--- config.mk ---
export PLATFORM = sky130hd
export DESIGN_NAME = iflg_top
export DESIGN_NICKNAME = d
export VERILOG_FILES = /design/src/rtl/iflg_apb_slave.v /design/src/rtl/iflg_flag_bit.v /design/src/rtl/iflg_top.v
export VERILOG_INCLUDE_DIRS = /design/src /design/src/pkg
export SDC_FILE = /design/constraint.sdc
export NUM_CORES = 1
export LEC_CHECK = 0
export BUFFER_PORTS_ARGS = -buffer_cell sky130_fd_sc_hd__buf_2
export CELL_PAD_IN_SITES_DETAIL_PLACEMENT = 0
export CELL_PAD_IN_SITES_GLOBAL_PLACEMENT = 1
export CORE_MARGIN = 2
export CORE_UTILIZATION = 36
export CTS_CLUSTER_DIAMETER = 200
export DETAILED_ROUTE_END_ITERATION = 8
export PLACE_DENSITY_LB_ADDON = 0.12
export SETUP_SLACK_MARGIN = 0.05
export SLEW_MARGIN = 20
export SYNTH_ARGS = -nofsm -noshare
export SYNTH_HDL_FRONTEND = slang
export SYNTH_HIERARCHICAL = 1
export SYNTH_SLANG_ARGS = --single-unit
--- constraint.sdc ---
create_clock -name clk -period 2.51 [get_ports clk]
set_input_delay 0.251 -clock clk [delete_from_list [all_inputs] [get_ports clk]]
set_output_delay 0.251 -clock clk [all_outputs]
set_load 0.02 [all_outputs]
--- src/pkg/iflg_map.vh ---
// constants and register map of the pending interrupt flag block
// Behaviour
// - bit 15 two-wire serial, bit 14 serial peripheral, bit 13 remote controller causes.
// - bit 12 uart, bits 11..9 wide timer ch2..ch0, bit 8 byte timer.
// - bit 7 pwm capture, bit 6 display, bit 5 supply detect, bit 4 slow timer.
// - bit 3 clock timer, bit 2 stopwatch, bit 1 port 1 input.
// - flag reads 1 when cause occurred, 0 otherwise; all flags zero after reset.
// - upper byte flags clear on software write of one.
// - lower byte flags clear on write of one only in pulse trigger mode.
// - level mode lower flags ignore writes and follow the source level.
// - bit 0 port 0 input cause, same behaviour as other lower flags.
`ifndef IFLG_MAP_VH
`define IFLG_MAP_VH
`define IFLG_ADDR_FLAGS 16'h4300
`define IFLG_ADDR_MASK 16'h4304
`define IFLG_ADDR_TRIG 16'h4308
`define IFLG_W 16
`define IFLG_INT_HI 15
`define IFLG_INT_LO 8
`define IFLG_EXT_HI 7
`define IFLG_EXT_LO 0
`define IFLG_RST_FLAGS 16'h0000
`define IFLG_RST_MASK 16'h0000
`define IFLG_RST_TRIG 8'h00
`define IFLG_ZERO32 32'h00000000
`endif

--- src/rtl/iflg_apb_slave.v ---
// apb write/read strobe decode for the flag block
`timescale 1ns/100ps
module iflg_apb_slave (
  input wire psel,
  input wire penable,
  input wire pwrite,
  output wire pready,
  output wire pslverr,
  output wire wrStb,
  output wire rdStb
);
  assign pready = 1'b1;
  assign pslverr = 1'b0;
  assign wrStb = psel & penable & pwrite;
  assign rdStb = psel & ~penable & ~pwrite;
endmodule // iflg_apb_slave

--- src/rtl/iflg_flag_bit.v ---
// one pending flag cell with set-over-clear and level follow
`timescale 1ns/100ps
`include "iflg_map.vh"
module iflg_flag_bit (
  input wire clk,
  input wire rst,
  input wire cause,
  input wire levelMode,
  input wire clrReq,
  output reg flag_r
);
  always @(posedge clk or posedge rst) begin
    if (rst)
      flag_r <= 1'b0;
    else if (levelMode)
      flag_r <= cause;
    else if (cause)
      flag_r <= 1'b1;
    else if (clrReq)
      flag_r <= 1'b0;
  end
endmodule // iflg_flag_bit

--- src/rtl/iflg_top.v ---
// pending interrupt flag register with apb access and interrupt output
//
// The implementer's own choice: register access over APB.
`timescale 1ns/100ps
`include "iflg_map.vh"
module iflg_top (
  input wire clk,
  input wire rst,
  input wire psel,
  input wire penable,
  input wire pwrite,
  input wire [15:0] paddr,
  input wire [31:0] pwdata,
  output reg [31:0] prdata,
  output wire pready,
  output wire pslverr,
  input wire [15:0] causeIn,
  output wire irq
);
  // ==========================================
  // bus decode
  wire wrStb;
  wire rdStb;
  reg [15:0] mask_r;
  reg [7:0] trigLevel_r;
  wire [15:0] pendingFlags;
  wire [15:0] clrReq;

  function hit;
    input [15:0] a;
    input [15:0] b;
    begin
      hit = (a == b);
    end
  endfunction

  iflg_apb_slave uBus (
    .psel(psel),
    .penable(penable),
    .pwrite(pwrite),
    .pready(pready),
    .pslverr(pslverr),
    .wrStb(wrStb),
    .rdStb(rdStb)
  );

  // ==========================================
  // flag cells
  assign clrReq = (wrStb && hit(paddr, `IFLG_ADDR_FLAGS)) ? pwdata[15:0] : 16'h0000;
  genvar i;
  generate
    for (i = 0; i < `IFLG_W; i = i + 1) begin : gFlag
      if (i >= `IFLG_INT_LO) begin : gInt
        iflg_flag_bit uBit (
          .clk(clk),
          .rst(rst),
          .cause(causeIn[i]),
          .levelMode(1'b0),
          .clrReq(clrReq[i]),
          .flag_r(pendingFlags[i])
        );
      end else begin : gExt
        iflg_flag_bit uBit (
          .clk(clk),
          .rst(rst),
          .cause(causeIn[i]),
          .levelMode(trigLevel_r[i]),
          .clrReq(clrReq[i] & ~trigLevel_r[i]),
          .flag_r(pendingFlags[i])
        );
      end
    end
  endgenerate

  // ==========================================
  // control registers
  always @(posedge clk or posedge rst) begin
    if (rst) begin
      mask_r <= `IFLG_RST_MASK;
      trigLevel_r <= `IFLG_RST_TRIG;
    end else if (wrStb) begin
      if (hit(paddr, `IFLG_ADDR_MASK))
        mask_r <= pwdata[15:0];
      if (hit(paddr, `IFLG_ADDR_TRIG))
        trigLevel_r <= pwdata[7:0];
    end
  end

  // ==========================================
  // read data
  always @(posedge clk or posedge rst) begin
    if (rst)
      prdata <= `IFLG_ZERO32;
    else if (rdStb) begin
      if (hit(paddr, `IFLG_ADDR_FLAGS))
        prdata <= {16'h0000, pendingFlags};
      else if (hit(paddr, `IFLG_ADDR_MASK))
        prdata <= {16'h0000, mask_r};
      else if (hit(paddr, `IFLG_ADDR_TRIG))
        prdata <= {24'h000000, trigLevel_r};
      else
        prdata <= `IFLG_ZERO32;
    end
  end

  assign irq = |(pendingFlags & mask_r);
endmodule // iflg_top

==> Word level (Yosys, flattened, before mapping) <==
Cells that the tools add are included.
{ "word_totals": {"reg_bits": 72, "output_inout_bits": 35, "elab_cells": 109} }
{ "op_classes": {"eq_ne": 3, "n_mux": 44, "n_bitwise": 23, "reduce_logical": 20} }
{ "op_table": {"columns": ["operator", "count"], "rows": [
  ["16-bit by 15-bit equality test with 1-bit output, second input constant", 3],
  ["16-bit two-way mux", 3],
  ["1-bit two-way mux", 40],
  ["3-bit nonzero test", 8],
  ["16-bit AND", 1],
  ["2-bit nonzero test", 8],
  ["16-bit OR reduction", 1],
  ["1-bit AND", 12],
  ["1-bit NOT", 10],
  ["8-bit two-way mux", 1],
  ["2-bit AND reduction", 2],
  ["1-bit logical AND", 1]
]} }

==> Depth between registers and ports, before layout <==
Gate-level depths: netlist of the first run.
{ "logic_depth": {"word_depth": 8, "ltp_mapped": 7} }

==> Cells and area by module <==
The synthesis of the first run kept the hierarchy.
{ "by_module_without_submodules": {"columns": ["module", "n_inst", "cells_each", "area_per_inst_um2"], "rows": [
  ["iflg_top", 1, 192, 2202.1],
  ["iflg_flag_bit", 16, 4, 40.0],
  ["iflg_apb_slave", 1, 6, 41.3]
]} }

==> Worst setup path after synthesis of the first run <==
Ideal clock, no wire load.
{ "synth_timing": {"path_type": "in2reg", "start": "in paddr[13]", "end": "reg gFlag[0].gExt.uBit.flag_r", "setup_ps": 118, "t_arrival_ps": 1943, "t_required_ps": 2392, "path_slack_ps": 449, "stages": 7, "path_buffers": 1, "cell_sequence": "or4_4 > nor4_4 > buf_2 > nand3_2 > nor3b_1 > nor2_1 > a21o_1"} }
{ "synth_between": {"elab_chain_cells": 5} }
{ "synth_lines": {"columns": ["element", "line", "rtl"], "rows": [
  ["start: declaration", "iflg_top.v:12", "input wire [15:0] paddr,"],
  ["16-bit by 15-bit equality test with 1-bit output", "iflg_top.v:33", "hit = (a == b);"],
  ["1-bit logical AND", "iflg_top.v:49", "assign clrReq = (wrStb && hit(paddr, `IFLG_ADDR_FLAGS)) ? pwdata[15:0] : 16'h0000;"],
  ["16-bit two-way mux", "iflg_top.v:49", null],
  ["1-bit AND", "iflg_top.v:68", ".clrReq(clrReq[i] & ~trigLevel_r[i]),"],
  ["3-bit nonzero test (no line)", null, null],
  ["end signal: assignment", "iflg_flag_bit.v:16", "flag_r <= cause;"],
  ["end: declaration", "iflg_flag_bit.v:10", "output reg flag_r"]
]} }
No other way between the ends.
A chain may end at the register's enable or synchronous reset.

==> Worst setup path in the final report of the first run <==
{ "layout_timing": {"start": "in paddr[13]", "end": "reg gFlag[7].gExt.uBit.flag_r"} }
{ "layout_between": {"elab_chain_cells": 5} }
{ "layout_lines": {"columns": ["element", "line"], "rows": [
  ["16-bit by 15-bit equality test with 1-bit output", "iflg_top.v:33"],
  ["1-bit logical AND", "iflg_top.v:49"],
  ["16-bit two-way mux", "iflg_top.v:49"],
  ["1-bit AND", "iflg_top.v:68"],
  ["3-bit nonzero test (no line)", null],
  ["end signal: assignment", "iflg_flag_bit.v:16"],
  ["end: declaration", "iflg_flag_bit.v:10"]
]} }
No other way between the ends.

==> results.ini, run 1 <==
[finish]
fin_area_sq_um = 3440
multiInputGateArea_sq_um = 1280
layout-drive-gt1-share_pct = 33.8
final_core_util_pct = 44.5
regArea_sq_um = 1400
fillers = 760
num-nets-final = 412
instances_no_fill = 445
antennaDiodeCount = 0
syn_to_final_growth_pct = 19.2

[cts]
clock_path_buffers = 2
path_clk_slew_ns = 0.09
insertion_delay_ns = 0.31
cts_tree = done
clockRootBuffer = clkbuf_8
tritoncts_num_sinks = 56
cts_made_buffers = 5
cts_resized = 0
htreeDepth = 2

[synth]
syn_area_sq_um = 2880
synth_flop_cell = dfrtp_1
synth.most_common_cell = dfrtp_1
synth.distinct_cells = 34
synth_cells = 262
synthTopCellsByArea = dfrtp_1 49%, mux2i_1 5.6%, mux2_2 5.5%
synthTopCellsByCount = 56 x dfrtp_1, 30 x inv_1, 18 x buf_4
ys_seq_area_share_pct = 48.6
async_flop_share_pct = 100
synth_top_area_share_pct = 48.6
synth_area_leader_cell = dfrtp_1
syn_area_per_cell_sq_um = 11.0
synth-seq-cells = 56
synth_edf_count = 0
synth-warning-count = 6

[sta]
period_minus_slack_ns = 1.95
tightest_slew_ns = 0.580
slew_headroom_pct = 61.3
finalCritPeriodShare_pct = 77.8
hold_viol = 0
slew_violations = 0
fin_worst_skew_ns = 0.00538
setup_viol = 0
fmax_ghz = 0.512
fin_ws_ns = 0.557
fin_hold_ws_ns = 0.107
rsz0062_at_grt = false
setup_tns_ns = 0

[worst_hold_path]
holdPathStages = 2
hold_path_class = input port to flip-flop
hold_start = causeIn[1]
hold_end = gFlag[1].gExt.uBit/flag_r

[setup_path]
required_ns = 2.71
r2r-end = prdata[2]
ff2ff_path_depth = 3
path_max_fanout = 8
r2r_slack_ns = 1.42
rr_startpoint = trigLevel_r[2]
arrival_ns = 2.16
endpoint_kind = flip-flop
critPathLaunchType = input port
critPathKind = input port to flip-flop

[detailed_routing]
dr.pass1.iters = 4
drt-initial-drc-count = 51
via_count = 2107
finalWirelength_microns = 6430
wl_per_cell_microns = 14.4
antenna_left = 0
via_per_inst = 4.73
drc_errors = 0

[global_route]
grt_pass1_vias = 1997
antenna_found_initial = 0
grt_overflow = 0
grt_pass1_wl_microns = 10200
grt_max_degree = 28
grtUsageTotal_pct = 15.5

[place]
dp_hpwl_microns = 4730
placedCellCount = 437
gp_routability_congestion = 0.772
port_buffers = 69
dpl_worst_slack_ns = 0.199
placed_area_sq_um = 3350

[die]
io_pins = 104
die_area_sq_um = 8740
chipHeight_microns = 93.5
initial_core_util_pct = 37.3
row_count = 32
die_w_microns = 93.5
core_sq_um = 7730

[flow_run]
max-cap-violations = 0

[power_and_ir_drop]
leakagePower_nw = 1.82
power-per-cell-area_nw_per_um2 = 452
power.total_mw = 1.55
ir_drop_uv = 192

[status]
outcome = completed

[cells in the final DEF, fill, tap and decap left out, types with 6 or more instances in the layout]
cell	instances
buf_2	69
dfrtp_1	56
inv_1	30
conb_1	26
nor2_1	17
mux2i_1	16
a21o_1	16
mux2_2	14
mux2_4	10
o21ai_0	8
o22ai_1	8
and2_1	8
nor3b_1	8
buf_4	6
[where the power goes]
| part | leakage, nW | switching, mW | internal, mW |
|---|---|---|---|
| clock network | 0.0410 | 0.282 | 0.191 |
| registers | 0.715 | 0.00773 | 0.911 |
| logic | 1.06 | 0.0988 | 0.0633 |
| total | 1.82 | 0.389 | 1.16 |
[cells by family (layout without fill, tap and decap cells)]
family | Yosys count | count (layout) | synth area share [%]
compound gates | 48 | 48 | 12.1
flops | 56 | 56 | 48.6
buf+inv | 57 | 115 | 10.1
simple gates | 58 | 58 | 12.6
mux | 40 | 40 | 16.2
other cells | 3 | 26 | 0.390
[registers in the layout, summed over array words and instances, names as in the netlist]
| signal | flops |
|---|---|
| prdata | 16 |
| mask_r | 16 |
| gFlag.gExt.uBit/flag_r | 8 |
| trigLevel_r | 8 |
| gFlag.gInt.uBit/flag_r | 8 |
[worst max-delay path, stage by stage]
cell and delay [ns]:
buf_2 0.09, or4_4 0.53, nor4_4 0.45, nand3_2 0.31, nor3b_1 0.26, nor2_1 0.08
a21o_1 0.17
[what timing repair did]
| action | in CTS | in global routing |
|---|---|---|
| hold endpoints to repair | 16 | 0 |
| hold buffers | 1 | 0 |
| buffers inserted | 0 | 0 |
[per-layer routing]
metal  wire length (microns)  GRT usage (%)  part of all wire, %  up-vias
met5                       0              0                    0        -
met2                    3110           25.1                   48       58
li1                        -              -                    -     1015
met1                    2910           20.8                   45     1028
met3                     316           3.22                  4.9        6
met4                      85           5.15                  1.3        0
[worst max path at each step]
stage / startpoint / to / slack, ns / cells past startpoint
2_1_floorplan: paddr[13] / gFlag[0].gExt.uBit/flag_r / 0.45 / 7
3_3_place_gp: paddr[13] / gFlag[0].gExt.uBit/flag_r / 0.22 / 7
3_5_place_dp: paddr[13] / gFlag[7].gExt.uBit/flag_r / 0.20 / 7
4_1_cts: paddr[13] / gFlag[7].gExt.uBit/flag_r / 0.54 / 7
5_1_grt: paddr[13] / gFlag[2].gExt.uBit/flag_r / 0.40 / 7
6_report: paddr[13] / gFlag[7].gExt.uBit/flag_r / 0.56 / 7
[area by class of cell]
type	count	share of cell area (%)
sequential	56	40.8
clock inverter	1	0.146
tap	102	3.71
multi-input combinational	172	37.2
clock buffer	6	2.11
inverter	30	3.28
timing repair buffer	78	12.8
Note: power is estimated with default switching activity, not from simulation.
==> run 2, diff against run 1 <==
- clock period: 2.51 -> 1.9 ns (I/O delays scaled with it)
==> run 2 against run 1 <==
Clock skew rose by 0.00081 ns. Highest routed layer unchanged. Non-clock buffer count rose by 4. Critical path type is now flip-flop to primary output. Final area up 3.4%. Hold slack got worse by 0.062 ns. Critical endpoint is now irq. Wire length rose by 0.78%.
==> results.ini, run 2 (same netlist as run 1, synthesis figures left out) <==
[status]
outcome = completed

[place]
port_buffers = 69  ; unchanged
dp_hpwl_microns = 4770  ; +0.95%
gp_routability_congestion = 0.743  ; -3.8%

[cts]
cts_made_buffers = 5  ; unchanged
insertion_delay_ns = 0.31  ; about the same
cts_tree = done
clockRootBuffer = clkbuf_8
clock_path_buffers = 2  ; unchanged
path_clk_slew_ns = 0.10  ; about the same
htreeDepth = 2  ; unchanged
tritoncts_num_sinks = 56  ; unchanged
post_cts_buffers = 0  ; unchanged

[finish]
layout-drive-gt1-share_pct = 37.6  ; +3.8 points
fillers = 762  ; +0.26%
final_common_cell = buf_2
top_regs = mask_r x16, prdata x16
multiInputGateArea_sq_um = 1340  ; +4.5%
layout_common_cells = 69 x buf_2, 56 x dfrtp_1, 30 x inv_1
num-nets-final = 416  ; +0.97%
regArea_sq_um = 1400  ; unchanged
antennaDiodeCount = 0  ; unchanged
syn_to_final_growth_pct = 23.3

[setup_path]
crit_family = compound AO/OA/AOI/OAI gates
crit_buf_inv = 1  ; unchanged
arrival_ns = 1.56  ; -0.60 ns
required_ns = 1.71  ; -1.00 ns
worstPathCellList = a22o_1 > a221oi_1 > nand4_1 > buf_2
ff2ff_path_depth = 3  ; unchanged
critPathKind = flip-flop to primary output
critPathLaunchType = flip-flop
endpoint_kind = primary output
cp_slowest_stage_delay_ns = 0.42  ; -0.11 ns
r2r_slack_ns = 0.84  ; -0.58 ns
path_max_fanout = 3  ; -5
r2r-end = prdata[0]
cpMaxStageDelayCell = dfrtp_1
rr_startpoint = trigLevel_r[0]

[sta]
fin_hold_ws_ns = 0.0444  ; -0.0624 ns
setup_tns_ns = 0  ; unchanged
fin_worst_skew_ns = 0.00619  ; +0.000808 ns
fmax_ghz = 0.571
rsz0062_at_grt = false
hold_viol = 0  ; unchanged
period_minus_slack_ns = 1.75
setup_viol = 0  ; unchanged
finalCritPeriodShare_pct = 92.2
slew_violations = 0  ; unchanged

[die]
die_w_microns = 93.5  ; unchanged
core_sq_um = 7730  ; unchanged
die_area_sq_um = 8740  ; unchanged
initial_core_util_pct = 37.3  ; unchanged
row_count = 32  ; unchanged
io_pins = 104  ; unchanged
chipHeight_microns = 93.5  ; unchanged

[global_route]
grt_pass1_vias = 1982  ; -0.75%
antenna_found_initial = 0  ; unchanged
grt_overflow = 0  ; unchanged
grtUsageTotal_pct = 15.5  ; -0.022 points
grt_max_degree = 26  ; -7.1%
grt_pass1_wl_microns = 10400  ; +1.9%

[detailed_routing]
finalWirelength_microns = 6480  ; +0.78%
via_count = 2087  ; -0.95%
drc_errors = 0  ; unchanged
dr.pass1.iters = 4  ; unchanged
wl_per_cell_microns = 14.4  ; -0.34%
antenna_left = 0  ; unchanged
via_per_inst = 4.64  ; -2.0%
drt-initial-drc-count = 98  ; +92%

[worst_hold_path]
hold_start = causeIn[12]
hold_path_class = input port to flip-flop
holdPathStages = 2  ; unchanged
hold_end = gFlag[12].gInt.uBit/flag_r

[power_and_ir_drop]
leakagePower_nw = 1.87  ; +3.0%
ir_drop_uv = 342  ; +78%
power.share.clock_pct = 35.5  ; +5.0 points
p_int_mw = 1.68  ; +44%
p_switching_uw = 538  ; +38%
switching_share_pct = 24.3  ; -0.77 points
power-per-cell-area_nw_per_um2 = 624  ; +38%
seqPwrFrac_pct = 54.8  ; -4.3 points
power_frac_comb_pct = 9.7  ; -0.7 points

[flow_run]
max-cap-violations = 0  ; unchanged

==> run 2: area by class of cell <==
type | instances | area share, %
Inverter | 30 | 3.17
Timing Repair Buffer | 82 | 13.2
Tap cell | 102 | 3.59
Clock inverter | 2 | 0.985
Clock buffer | 6 | 2.04
Multi-Input combinational cell | 172 | 37.6
Sequential cell | 56 | 39.4
==> run 2: what timing repair did <==
item,in CTS,in global routing
hold buffers,1,0
resized for setup,1,0
hold endpoints to repair,16,0
endpoints found under the setup margin,1,0
==> run 2: how the worst max path moves through the flow <==
stage | slack [ns] | from | endpoint | cells past startpoint
6_report | 0.15 | gFlag[13].gInt.uBit/flag_r | irq | 4
4_1_cts | 0.11 | gFlag[14].gInt.uBit/flag_r | irq | 4
3_5_place_dp | -0.15 | paddr[4] | gFlag[15].gInt.uBit/flag_r | 9
5_1_grt | 0.08 | gFlag[14].gInt.uBit/flag_r | irq | 4
3_3_place_gp | -0.16 | paddr[11] | gFlag[9].gInt.uBit/flag_r | 9
2_1_floorplan | -0.02 | paddr[11] | gFlag[3].gExt.uBit/flag_r | 7
==> run 2: per-layer routing <==
metal	up-vias	GRT usage, %	share of wire [%]
li1	1031	-	-
met1	985	21.2	48
met2	64	25.1	45
met3	7	2.90	5.9
met4	0	4.41	1.2
met5	-	0	0
==> run 2: power by group through the flow <==
| stage | clock, mW | sequential (mW) | combinational (mW) |
|---|---|---|---|
| floorplan | 0 | 1.23 | 0.149 |
| global placement | 0 | 1.24 | 0.213 |
| detailed placement | 0 | 1.24 | 0.217 |
| CTS | 0.813 | 1.22 | 0.219 |
| global route | 0.857 | 1.22 | 0.242 |
| finish | 0.787 | 1.21 | 0.216 |
==> run 2: per-stage QoR <==
| step | power [mW] | worst slack, ns | std cells | utilization (%) | cell area (sq um) |
|---|---|---|---|---|---|
| 2_1_floorplan | 1.38 | -0.0172 | 285 | - | 3020 |
| 3_3_place_gp | 1.45 | -0.160 | 441 | 44.4 | 3430 |
| 3_5_place_dp | 1.45 | -0.150 | 441 | 44.4 | 3430 |
| 4_1_cts | 2.25 | 0.108 | 450 | 46.0 | 3560 |
| 5_1_grt | 2.32 | 0.0757 | 450 | 46.0 | 3560 |
| 6_report | 2.22 | 0.148 | 450 | 46.0 | 3560 |
